`config.mk`:
```
export PLATFORM = sky130hd
export DESIGN_NAME = hmi_serial_link_ctrl
export DESIGN_NICKNAME = d
export VERILOG_FILES = /design/src/hmi_link_pkg.sv /design/src/tx_link_if.sv /design/src/hmi_char_tx.sv /design/src/hmi_serial_link_ctrl.sv
export VERILOG_INCLUDE_DIRS = /design/src
export SDC_FILE = /design/constraint.sdc
export NUM_CORES = 1
export LEC_CHECK = 0
export ABC_CLOCK_PERIOD_IN_PS = 3100
export BUFFER_PORTS_ARGS = -buffer_cell sky130_fd_sc_hd__buf_2
export CAP_MARGIN = 10
export CORE_ASPECT_RATIO = 0.6
export CORE_UTILIZATION = 54
export CTS_CLUSTER_SIZE = 14
export DETAILED_ROUTE_END_ITERATION = 12
export PLACE_DENSITY = 0.77
export SKIP_LAST_GASP = 1
export SLEW_MARGIN = 20
export SYNTH_ARGS = -nofsm -noshare
export SYNTH_HDL_FRONTEND = slang
export SYNTH_HIERARCHICAL = 1
export SYNTH_SLANG_ARGS = --single-unit
```
`constraint.sdc`:
```
create_clock -name mclk -period 3.1 [get_ports mclk]
set_clock_uncertainty 0.1 [all_clocks]
set_input_delay 0.62 -clock mclk [delete_from_list [all_inputs] [get_ports mclk]]
set_output_delay 0.62 -clock mclk [all_outputs]
set_load 0.05 [all_outputs]
```
`src/hmi_link_consts.svh`:
```
// named constants of the serial link controller
`ifndef HMI_LINK_CONSTS_SVH
`define HMI_LINK_CONSTS_SVH
// timing
`define CLK_HZ 100000000
`define LINE_BPS 19200
`define BIT_CYCLES (`CLK_HZ / `LINE_BPS)
`define CNT_W 13
// character format
`define LAST_BIT_8 3'h7
`define LAST_BIT_7 3'h6
`define LINE_IDLE 1'b1
`define LINE_START 1'b0
// register byte offsets
`define REG_CTRL 5'h00
`define REG_STATUS 5'h04
`define REG_TXDATA 5'h08
`define REG_RXDATA 5'h0C
`define REG_CHECK 5'h10
`define REG_STATION 5'h14
// control fields
`define CTRL_HOST 0
`define CTRL_SUMCLR 1
// status fields
`define ST_TXBUSY 0
`define ST_RXVALID 1
`define ST_PARERR 2
`define ST_FRMERR 3
`define ST_OVERRUN 4
`define ST_SUMZERO 5
`define ST_DSR 6
`define ST_DTR 7
`define ST_TXFULL 8
// reset values
`define STATION_RST 8'h00
`endif

```
`src/hmi_link_pkg.sv`:
```
// types shared by the serial link controller files
package hmi_link_pkg;
  typedef enum logic [4:0] {
    TX_IDLE = 5'b00001,
    TX_START = 5'b00010,
    TX_DATA = 5'b00100,
    TX_PAR = 5'b01000,
    TX_STOP = 5'b10000
  } tx_state_t;
  typedef enum logic [4:0] {
    RX_IDLE = 5'b00001,
    RX_START = 5'b00010,
    RX_DATA = 5'b00100,
    RX_PAR = 5'b01000,
    RX_STOP = 5'b10000
  } rx_state_t;
endpackage

```
`src/tx_link_if.sv`:
```
// carrier between the controller and its character transmitter
interface tx_link_if;
  logic start;
  logic [7:0] data;
  logic seven_bits;
  logic busy;
  modport ctrl (output start, output data, output seven_bits, input busy);
  modport engine (input start, input data, input seven_bits, output busy);
endinterface
```
`src/hmi_char_tx.sv`:
```
// character transmitter: start, data, even parity, one stop bit
`include "hmi_link_consts.svh"
module hmi_char_tx #(
  parameter int BIT_CYCLES = `BIT_CYCLES
) (
  // clock and reset
  input wire logic mclk,
  input wire logic reset_n,
  input wire logic ce,
  // request side
  tx_link_if.engine lnk,
  // line
  output logic txd
);
  import hmi_link_pkg::*;

  localparam logic [`CNT_W-1:0] LAST_CNT = `CNT_W'(BIT_CYCLES - 1);

  tx_state_t state;
  logic [`CNT_W-1:0] cnt;
  logic [7:0] shreg;
  logic [2:0] bitn;
  logic par;
  logic seven;

  ////////////////////////////////////////////////////////////////////////////
  // a started character always runs to its stop bit; pausing is decided
  // only between characters by the controller
  assign lnk.busy = (state != TX_IDLE);

  // bit timing and framing
  always_ff @(posedge mclk or negedge reset_n) begin
    if (!reset_n) begin
      state <= TX_IDLE;
      cnt <= '0;
      shreg <= 8'h00;
      bitn <= 3'h0;
      par <= 1'b0;
      seven <= 1'b0;
      txd <= `LINE_IDLE;
    end else if (ce) begin
      case (state)
        TX_IDLE: begin
          txd <= `LINE_IDLE;
          cnt <= '0;
          if (lnk.start) begin
            shreg <= lnk.data;
            seven <= lnk.seven_bits;
            // even parity over the bits actually sent
            par <= lnk.seven_bits ? ^lnk.data[6:0] : ^lnk.data;
            txd <= `LINE_START;
            state <= TX_START;
          end
        end
        TX_START: begin
          if (cnt == LAST_CNT) begin
            cnt <= '0;
            txd <= shreg[0];
            bitn <= 3'h0;
            state <= TX_DATA;
          end else begin
            cnt <= cnt + `CNT_W'(1);
          end
        end
        TX_DATA: begin
          if (cnt == LAST_CNT) begin
            cnt <= '0;
            if (bitn == (seven ? `LAST_BIT_7 : `LAST_BIT_8)) begin
              txd <= par;
              state <= TX_PAR;
            end else begin
              txd <= shreg[1];
              shreg <= {1'b0, shreg[7:1]};
              bitn <= bitn + 3'h1;
            end
          end else begin
            cnt <= cnt + `CNT_W'(1);
          end
        end
        TX_PAR: begin
          if (cnt == LAST_CNT) begin
            cnt <= '0;
            txd <= `LINE_IDLE;
            state <= TX_STOP;
          end else begin
            cnt <= cnt + `CNT_W'(1);
          end
        end
        TX_STOP: begin
          if (cnt == LAST_CNT) begin
            cnt <= '0;
            state <= TX_IDLE;
          end else begin
            cnt <= cnt + `CNT_W'(1);
          end
        end
        default: begin
          state <= TX_IDLE;
          txd <= `LINE_IDLE;
        end
      endcase
    end
  end
endmodule // hmi_char_tx

```
`src/hmi_serial_link_ctrl.sv`:
```
// serial link controller of an operator terminal port with avalon slave
//
// Behaviour
// - line runs at 19200 bits per second
// - eight data bits, even parity, one stop
// - block check sum protects and checks messages
// - host link starts no character while ready-in low
// - ready-out high only while receiver can accept
`include "hmi_link_consts.svh"
module hmi_serial_link_ctrl #(
  parameter int BIT_CYCLES = `BIT_CYCLES
) (
  // clock, reset, enable
  input wire logic mclk,
  input wire logic reset_n,
  input wire logic ce,
  // avalon-mm slave
  input wire logic [4:0] avs_address,
  input wire logic avs_read,
  input wire logic avs_write,
  input wire logic [31:0] avs_writedata,
  output logic [31:0] avs_readdata,
  output logic avs_waitrequest,
  // serial line and modem control
  input wire logic rxd,
  output logic txd,
  input wire logic dsr,
  output logic dtr
);
  import hmi_link_pkg::*;

  localparam logic [`CNT_W-1:0] LAST_CNT = `CNT_W'(BIT_CYCLES - 1);
  localparam logic [`CNT_W-1:0] HALF_CNT = `CNT_W'(BIT_CYCLES / 2 - 1);

  function automatic logic hit(input logic [4:0] a, input logic [4:0] off);
    hit = (a == off);
  endfunction

  tx_link_if lnk ();

  logic rxd_meta, rxd_s, dsr_meta, dsr_s;
  logic ack, wr_en, rd_en;
  logic mode_host;
  logic [7:0] station;
  logic tx_pend;
  logic [7:0] tx_hold;
  logic [7:0] tx_sum, rx_sum;
  rx_state_t rx_state;
  logic [`CNT_W-1:0] rx_cnt;
  logic [7:0] rx_sh;
  logic [2:0] rx_bitn;
  logic rx_parbit;
  logic rx_fire;
  logic [7:0] rx_byte;
  logic rx_perr, rx_ferr;
  logic rx_valid, next_rx_valid;
  logic [7:0] rx_data;
  logic par_err, frm_err, overrun;
  logic rd_rx, accept, sum_clr, err_clr_hit;

  ////////////////////////////////////////////////////////////////////////////
  // synchronisers: first stage feeds only the second
  always_ff @(posedge mclk or negedge reset_n) begin
    if (!reset_n) begin
      rxd_meta <= `LINE_IDLE;
      rxd_s <= `LINE_IDLE;
      dsr_meta <= 1'b0;
      dsr_s <= 1'b0;
    end else if (ce) begin
      rxd_meta <= rxd;
      rxd_s <= rxd_meta;
      dsr_meta <= dsr;
      dsr_s <= dsr_meta;
    end
  end

  ////////////////////////////////////////////////////////////////////////////
  // bus: one wait cycle per access, the second edge completes it
  assign avs_waitrequest = (avs_read | avs_write) & ~ack;
  assign wr_en = avs_write & ack;
  assign rd_en = avs_read & ack;
  assign rd_rx = rd_en & hit(avs_address, `REG_RXDATA);
  assign sum_clr = wr_en & hit(avs_address, `REG_CTRL) &
                   avs_writedata[`CTRL_SUMCLR];
  assign err_clr_hit = wr_en & hit(avs_address, `REG_STATUS);

  always_ff @(posedge mclk or negedge reset_n) begin
    if (!reset_n) begin
      ack <= 1'b0;
    end else if (ce) begin
      ack <= (avs_read | avs_write) & ~ack;
    end
  end

  // read data is latched in the wait cycle and stands at the completing edge
  always_ff @(posedge mclk or negedge reset_n) begin
    if (!reset_n) begin
      avs_readdata <= 32'h00000000;
    end else if (ce && avs_read && !ack) begin
      avs_readdata <= 32'h00000000;
      if (hit(avs_address, `REG_CTRL)) begin
        avs_readdata[`CTRL_HOST] <= mode_host;
      end else if (hit(avs_address, `REG_STATUS)) begin
        avs_readdata[`ST_TXBUSY] <= lnk.busy;
        avs_readdata[`ST_RXVALID] <= rx_valid;
        avs_readdata[`ST_PARERR] <= par_err;
        avs_readdata[`ST_FRMERR] <= frm_err;
        avs_readdata[`ST_OVERRUN] <= overrun;
        avs_readdata[`ST_SUMZERO] <= (rx_sum == 8'h00);
        avs_readdata[`ST_DSR] <= dsr_s;
        avs_readdata[`ST_DTR] <= dtr;
        avs_readdata[`ST_TXFULL] <= tx_pend;
      end else if (hit(avs_address, `REG_RXDATA)) begin
        avs_readdata[7:0] <= rx_data;
      end else if (hit(avs_address, `REG_CHECK)) begin
        // two's complement of the sent sum closes a message to zero
        avs_readdata[7:0] <= 8'h00 - tx_sum;
        avs_readdata[15:8] <= rx_sum;
      end else if (hit(avs_address, `REG_STATION)) begin
        avs_readdata[7:0] <= station;
      end
    end
  end

  // software-written configuration
  always_ff @(posedge mclk or negedge reset_n) begin
    if (!reset_n) begin
      mode_host <= 1'b0;
      station <= `STATION_RST;
    end else if (ce && wr_en) begin
      if (hit(avs_address, `REG_CTRL)) begin
        mode_host <= avs_writedata[`CTRL_HOST];
      end
      if (hit(avs_address, `REG_STATION)) begin
        station <= avs_writedata[7:0];
      end
    end
  end

  ////////////////////////////////////////////////////////////////////////////
  // transmit holding byte; a write while it is full replaces the held byte, except in the cycle that byte launches, when the write is lost
  // the controller link launches freely, the host link waits for ready-in
  assign lnk.seven_bits = 1'b0;
  assign lnk.data = tx_hold;
  assign lnk.start = tx_pend & ~lnk.busy &
                     (~mode_host | dsr_s);

  always_ff @(posedge mclk or negedge reset_n) begin
    if (!reset_n) begin
      tx_pend <= 1'b0;
      tx_hold <= 8'h00;
    end else if (ce) begin
      if (lnk.start) begin
        tx_pend <= 1'b0;
      end else if (wr_en && hit(avs_address, `REG_TXDATA)) begin
        tx_pend <= 1'b1;
        tx_hold <= avs_writedata[7:0];
      end
    end
  end

  // running block sums; an add in the clearing cycle survives
  always_ff @(posedge mclk or negedge reset_n) begin
    if (!reset_n) begin
      tx_sum <= 8'h00;
      rx_sum <= 8'h00;
    end else if (ce) begin
      tx_sum <= (sum_clr ? 8'h00 : tx_sum) +
                (lnk.start ? tx_hold : 8'h00);
      rx_sum <= (sum_clr ? 8'h00 : rx_sum) +
                (rx_fire ? rx_byte : 8'h00);
    end
  end

  hmi_char_tx #(
    .BIT_CYCLES(BIT_CYCLES)
  ) u_tx (
    .mclk(mclk),
    .reset_n(reset_n),
    .ce(ce),
    .lnk(lnk.engine),
    .txd(txd)
  );

  ////////////////////////////////////////////////////////////////////////////
  // receiver: samples mid-bit, start bit rechecked at half a bit
  assign rx_fire = (rx_state == RX_STOP) && (rx_cnt == LAST_CNT);
  assign rx_byte = rx_sh;
  assign rx_perr = rx_fire && ((^rx_sh) != rx_parbit);
  assign rx_ferr = rx_fire && (rxd_s != `LINE_IDLE);

  always_ff @(posedge mclk or negedge reset_n) begin
    if (!reset_n) begin
      rx_state <= RX_IDLE;
      rx_cnt <= '0;
      rx_sh <= 8'h00;
      rx_bitn <= 3'h0;
      rx_parbit <= 1'b0;
    end else if (ce) begin
      case (rx_state)
        RX_IDLE: begin
          rx_cnt <= '0;
          if (rxd_s == `LINE_START) begin
            rx_state <= RX_START;
          end
        end
        RX_START: begin
          if (rx_cnt == HALF_CNT) begin
            rx_cnt <= '0;
            rx_bitn <= 3'h0;
            // a glitch shorter than half a bit is dropped
            rx_state <= (rxd_s == `LINE_START) ? RX_DATA : RX_IDLE;
          end else begin
            rx_cnt <= rx_cnt + `CNT_W'(1);
          end
        end
        RX_DATA: begin
          if (rx_cnt == LAST_CNT) begin
            rx_cnt <= '0;
            rx_sh <= {rxd_s, rx_sh[7:1]};
            rx_bitn <= rx_bitn + 3'h1;
            if (rx_bitn == `LAST_BIT_8) begin
              rx_state <= RX_PAR;
            end
          end else begin
            rx_cnt <= rx_cnt + `CNT_W'(1);
          end
        end
        RX_PAR: begin
          if (rx_cnt == LAST_CNT) begin
            rx_cnt <= '0;
            rx_parbit <= rxd_s;
            rx_state <= RX_STOP;
          end else begin
            rx_cnt <= rx_cnt + `CNT_W'(1);
          end
        end
        RX_STOP: begin
          if (rx_cnt == LAST_CNT) begin
            rx_cnt <= '0;
            rx_state <= RX_IDLE;
          end else begin
            rx_cnt <= rx_cnt + `CNT_W'(1);
          end
        end
        default: begin
          rx_state <= RX_IDLE;
        end
      endcase
    end
  end

  ////////////////////////////////////////////////////////////////////////////
  // receive buffer and sticky errors; a new byte wins over a clear
  assign accept = ~rx_valid | rd_rx;
  assign next_rx_valid = (rx_fire & accept) | (rx_valid & ~rd_rx);

  always_ff @(posedge mclk or negedge reset_n) begin
    if (!reset_n) begin
      rx_valid <= 1'b0;
      rx_data <= 8'h00;
      dtr <= 1'b0;
    end else if (ce) begin
      rx_valid <= next_rx_valid;
      if (rx_fire && accept) begin
        rx_data <= rx_byte;
      end
      // ready-out follows the buffer so the host can pace itself
      dtr <= mode_host & ~next_rx_valid;
    end
  end

  // write one to clear; a fresh error in the same cycle stays set
  always_ff @(posedge mclk or negedge reset_n) begin
    if (!reset_n) begin
      par_err <= 1'b0;
      frm_err <= 1'b0;
      overrun <= 1'b0;
    end else if (ce) begin
      par_err <= rx_perr | (par_err &
                 ~(err_clr_hit & avs_writedata[`ST_PARERR]));
      frm_err <= rx_ferr | (frm_err &
                 ~(err_clr_hit & avs_writedata[`ST_FRMERR]));
      overrun <= (rx_fire & ~accept) | (overrun &
                 ~(err_clr_hit & avs_writedata[`ST_OVERRUN]));
    end
  end
endmodule // hmi_serial_link_ctrl

```
==> impl_metrics.xml <==
<?xml version="1.0" encoding="UTF-8"?>
<metrics>
  <group name="synthesis">
    <metric name="netlist.top_cell.by_area" unit="">sky130_fd_sc_hd__dfrtp_1</metric>
    <metric name="count_of_flip_flops_with_a_built_in_enable_after_synthesis" unit="">0</metric>
    <metric name="syn_area" unit="µm²">7740</metric>
    <metric name="yosys.cell_types.count" unit="">84</metric>
    <metric name="synthMostInstantiatedCell" unit="">sky130_fd_sc_hd__dfrtp_1</metric>
    <metric name="async_reset_ff_frac" unit="">1.000</metric>
    <metric name="synth_register_bits" unit="">130</metric>
    <metric name="post_synth_main_area_contributors" unit="">sky130_fd_sc_hd__dfrtp_1, sky130_fd_sc_hd__mux2_2, sky130_fd_sc_hd__nand2_1</metric>
    <metric name="syn_area_per_cell" unit="µm²">9.699</metric>
    <metric name="ys.warnings.count" unit="">6</metric>
    <metric name="synth_top_area_share" unit="">0.4041</metric>
    <metric name="yosys-top-cells-count" unit="">sky130_fd_sc_hd__dfrtp_1, sky130_fd_sc_hd__nand2_1, sky130_fd_sc_hd__mux2_2</metric>
    <metric name="synth-seq-area-share" unit="">0.4211</metric>
    <metric name="synth_top_flop_cell" unit="">sky130_fd_sc_hd__dfrtp_1</metric>
    <metric name="syn-instance-count" unit="">798</metric>
  </group>
  <group name="die">
    <metric name="io-pin-count" unit="">79</metric>
    <metric name="die_outline_area" unit="µm²">14830</metric>
    <metric name="floorplan.core_area" unit="µm²">13830</metric>
    <metric name="initial_utilization" unit="">0.5596</metric>
    <metric name="fp.dieW" unit="µm">156.6</metric>
    <metric name="row_count" unit="">33</metric>
    <metric name="die-height" unit="µm">94.74</metric>
  </group>
  <group name="grt">
    <metric name="global_route.usage.total" unit="">0.2687</metric>
    <metric name="vias_in_the_first_global_route" unit="">5987</metric>
    <metric name="grt_first_pass_wirelength" unit="mm">30.49</metric>
    <metric name="grt.overflow.total" unit="">0</metric>
    <metric name="busiest_layer" unit="">met2</metric>
    <metric name="antenna_violations_before_repair" unit="">0</metric>
    <metric name="grt_start_max_net_pins" unit="">57</metric>
    <metric name="globalRouteMet3Util" unit="">0.05232</metric>
    <metric name="met2_usage" unit="">0.4100</metric>
    <metric name="globalRouteMet1Util" unit="">0.3867</metric>
  </group>
  <group name="final_layout">
    <metric name="fin_nets" unit="">944</metric>
    <metric name="drive_gt1_frac" unit="">0.2660</metric>
    <metric name="filler_free_cell_count_of_the_finished_design" unit="">1083</metric>
    <metric name="syn_to_final_growth" unit="%">17.52</metric>
    <metric name="area.sequential" unit="µm²">3259</metric>
    <metric name="area_occupied_by_multi_input_gates" unit="µm²">4264</metric>
    <metric name="largest_register_ff_count" unit="">16</metric>
    <metric name="register_ranked_first_by_flip_flop_count" unit="">avs_readdata</metric>
    <metric name="diodes_inserted" unit="">0</metric>
    <metric name="reg.largest.list" unit="">avs_readdata (16), rx_cnt (13), u_tx/cnt (13)</metric>
    <metric name="fillCellCount" unit="">1035</metric>
  </group>
  <group name="timing">
    <metric name="timing.final.crit_share" unit="">1.008</metric>
    <metric name="timing_max_transition_violations_final" unit="">0</metric>
    <metric name="rsz0062_at_grt" unit="">yes</metric>
    <metric name="setup_viol" unit="">2</metric>
    <metric name="tightest_pin_transition" unit="ns">0.7777</metric>
    <metric name="max_slew_margin" unit="">0.4815</metric>
    <metric name="setup_tns" unit="ns">-0.04886</metric>
    <metric name="achievable-frequency" unit="MHz">320.0</metric>
    <metric name="finalHoldViolations" unit="">0</metric>
    <metric name="min_period" unit="ns">3.125</metric>
    <metric name="setup_ws_final" unit="ns">-0.02471</metric>
  </group>
  <group name="route">
    <metric name="detail_route.drc_violations" unit="">0</metric>
    <metric name="dr_total_vias" unit="">6341</metric>
    <metric name="postRouteAntennaNets" unit="">0</metric>
    <metric name="drt_iter0_drc" unit="">574</metric>
    <metric name="wl_per_cell" unit="µm">17.57</metric>
    <metric name="firstDrtPassIters" unit="">5</metric>
    <metric name="post_drt_via_cell_ratio" unit="">5.855</metric>
    <metric name="detail_route.wirelength" unit="mm">19.03</metric>
  </group>
  <group name="place">
    <metric name="dp.cells" unit="">1048</metric>
    <metric name="finalWeightedCongestion" unit="">0.9638</metric>
    <metric name="post-dp-hpwl" unit="mm">13.74</metric>
    <metric name="io_buffer_count" unit="">38</metric>
  </group>
  <group name="clock_network">
    <metric name="clk_latency" unit="ns">0.42</metric>
    <metric name="cts.reportedPaths.clkPinSlew" unit="ns">0.06</metric>
    <metric name="cts_made_buffers" unit="">17</metric>
    <metric name="clockRootBuffer" unit="">sky130_fd_sc_hd__clkbuf_16</metric>
    <metric name="cts_tree" unit="">done</metric>
    <metric name="clock_tree.buffer_depth" unit="">2</metric>
    <metric name="clkSinkCount" unit="">130</metric>
    <metric name="ctsHtreeMaxLevel" unit="">4</metric>
  </group>
  <group name="pwr">
    <metric name="vdd.ir_drop.worst" unit="V">0.0003614</metric>
    <metric name="powerDensity" unit="nW/µm²">638.6</metric>
    <metric name="p_leak" unit="µW">0.004298</metric>
  </group>
  <group name="critical_path">
    <metric name="path_class" unit="">in -&gt; reg</metric>
    <metric name="worstSetupEndpointType" unit="">flop</metric>
    <metric name="worstPathMaxFanout" unit="">7</metric>
    <metric name="worstSetupEndpoint" unit="">rx_sum[7]</metric>
    <metric name="worst_r2r_endpoint" unit="">tx_sum[7]</metric>
    <metric name="cp.required" unit="ns">3.35</metric>
    <metric name="r2r_setup_slack" unit="ns">0.05</metric>
    <metric name="worst_r2r_path_depth" unit="">13</metric>
    <metric name="worst_setup_path_start_kind" unit="">primary input</metric>
    <metric name="cp.arrival" unit="ns">3.38</metric>
    <metric name="critical_path.reg2reg.startpoint" unit="">u_tx/state[3]</metric>
    <metric name="critical_path_source" unit="">avs_address[4]</metric>
  </group>
  <group name="run">
    <metric name="maxCapViolations" unit="">0</metric>
  </group>
  <group name="status">
    <metric name="violations" unit="">negative setup slack</metric>
    <metric name="outcome" unit="">finished with violations</metric>
  </group>
  <group name="hold_path">
    <metric name="hp-class" unit="">in -&gt; async</metric>
  </group>
</metrics>
## report_power, final
part	internal [µW]	switching, µW	total [µW]	leakage (µW)
Combinational	751	994	1750	0.00224
Clock	1220	752	1980	0.000289
Sequential	1890	194	2090	0.00177
Total	3870	1940	5810	0.00430
## layout make-up
class,count,area share
multi-input combinational,611,0.4688
sequential,130,0.3583
timing repair buffer,96,0.07276
clock buffer,19,0.04979
tap,192,0.02641
clock inverter,13,0.01486
inverter,22,0.009078
## per-layer routing
metal  up-vias  wire length [µm]
met5         -                 0
met2       259              8366
li1       2968                 -
met4         0               299
met3        26              1216
met1      3088              9149
## logic make-up (layout without fill, tap and decap cells)
family,after synthesis,count (layout),synth area share
AND/OR/NAND/NOR,303,303,0.2066
AO/OA/AOI/OAI,165,165,0.1437
flip-flops,130,130,0.4211
buffers and inverters,74,150,0.04963
multiplexers,69,69,0.1025
XOR/XNOR,34,34,0.03847
adder cells (fa/ha/maj),22,22,0.03750
other,1,18,0.0004845
## worst max-delay path, stage by stage
cell and delay [ns]:
sky130_fd_sc_hd__buf_6 0.09, sky130_fd_sc_hd__or3_4 0.39, sky130_fd_sc_hd__or4_4 0.53, sky130_fd_sc_hd__buf_8 0.16
sky130_fd_sc_hd__buf_8 0.13, sky130_fd_sc_hd__and2_4 0.16, sky130_fd_sc_hd__ha_4 0.21, sky130_fd_sc_hd__a21o_1 0.16
sky130_fd_sc_hd__a21oi_2 0.16, sky130_fd_sc_hd__a21oi_2 0.09, sky130_fd_sc_hd__or4_1 0.48, sky130_fd_sc_hd__nand2_1 0.08
sky130_fd_sc_hd__a211o_1 0.10
## cell usage in the layout, fill, tap and decap left out, types with 7 or more instances in the layout
cell type	instances
sky130_fd_sc_hd__dfrtp_1	125
sky130_fd_sc_hd__nand2_1	107
sky130_fd_sc_hd__buf_4	56
sky130_fd_sc_hd__mux2_2	53
sky130_fd_sc_hd__nor2_1	48
sky130_fd_sc_hd__o21ai_0	44
sky130_fd_sc_hd__buf_2	36
sky130_fd_sc_hd__a21oi_1	28
sky130_fd_sc_hd__nand3_1	26
sky130_fd_sc_hd__xnor2_1	25
sky130_fd_sc_hd__and2_1	23
sky130_fd_sc_hd__inv_1	22
sky130_fd_sc_hd__conb_1	18
sky130_fd_sc_hd__clkbuf_16	17
sky130_fd_sc_hd__nor3_1	14
sky130_fd_sc_hd__a21o_1	13
sky130_fd_sc_hd__a22o_1	13
sky130_fd_sc_hd__ha_1	13
sky130_fd_sc_hd__nor2b_1	10
sky130_fd_sc_hd__and3_1	10
sky130_fd_sc_hd__xor2_1	9
sky130_fd_sc_hd__mux2i_1	8
sky130_fd_sc_hd__o31ai_1	8
sky130_fd_sc_hd__nand4_1	7
sky130_fd_sc_hd__nor3b_1	7
sky130_fd_sc_hd__nand2b_1	7
sky130_fd_sc_hd__mux2_4	7
## worst min-delay path by stage
stage	from	end	slack [ns]	cells past startpoint
6_report	reset_n	rx_cnt[7]	0.19	1
4_1_cts	reset_n	rx_sum[3]	0.22	1
2_1_floorplan	reset_n	ack	0.22	0
3_5_place_dp	avs_readdata[15]	avs_readdata[15]	0.37	2
3_3_place_gp	avs_readdata[12]	avs_readdata[12]	0.36	2
5_1_grt	reset_n	rx_cnt[7]	0.25	1
## what timing repair did
action                                  in CTS  in global routing
hold buffers                                 0                  0
buffers inserted                             0                  3
endpoints found under the setup margin       2                  4
hold endpoints to repair                     0                  0
pin swaps                                    2                  9
resized for setup                            4                 11
## per-stage QoR
stage          worst slack (ns)  utilization  hold slack (ns)  power [µW]  area (µm²)
3_5_place_dp            -0.5016       0.6097           0.3669        3796        8433
5_1_grt                 -0.1366       0.6576           0.2508        6087        9096
4_1_cts                0.007225       0.6529           0.2192        5791        9031
6_report               -0.02471       0.6576           0.1877        5809        9096
3_3_place_gp            -0.3474       0.6097           0.3560        3720        8433
2_1_floorplan           -0.2088            -           0.2244        3329        7886
Power figures use the tool's default switching activity.
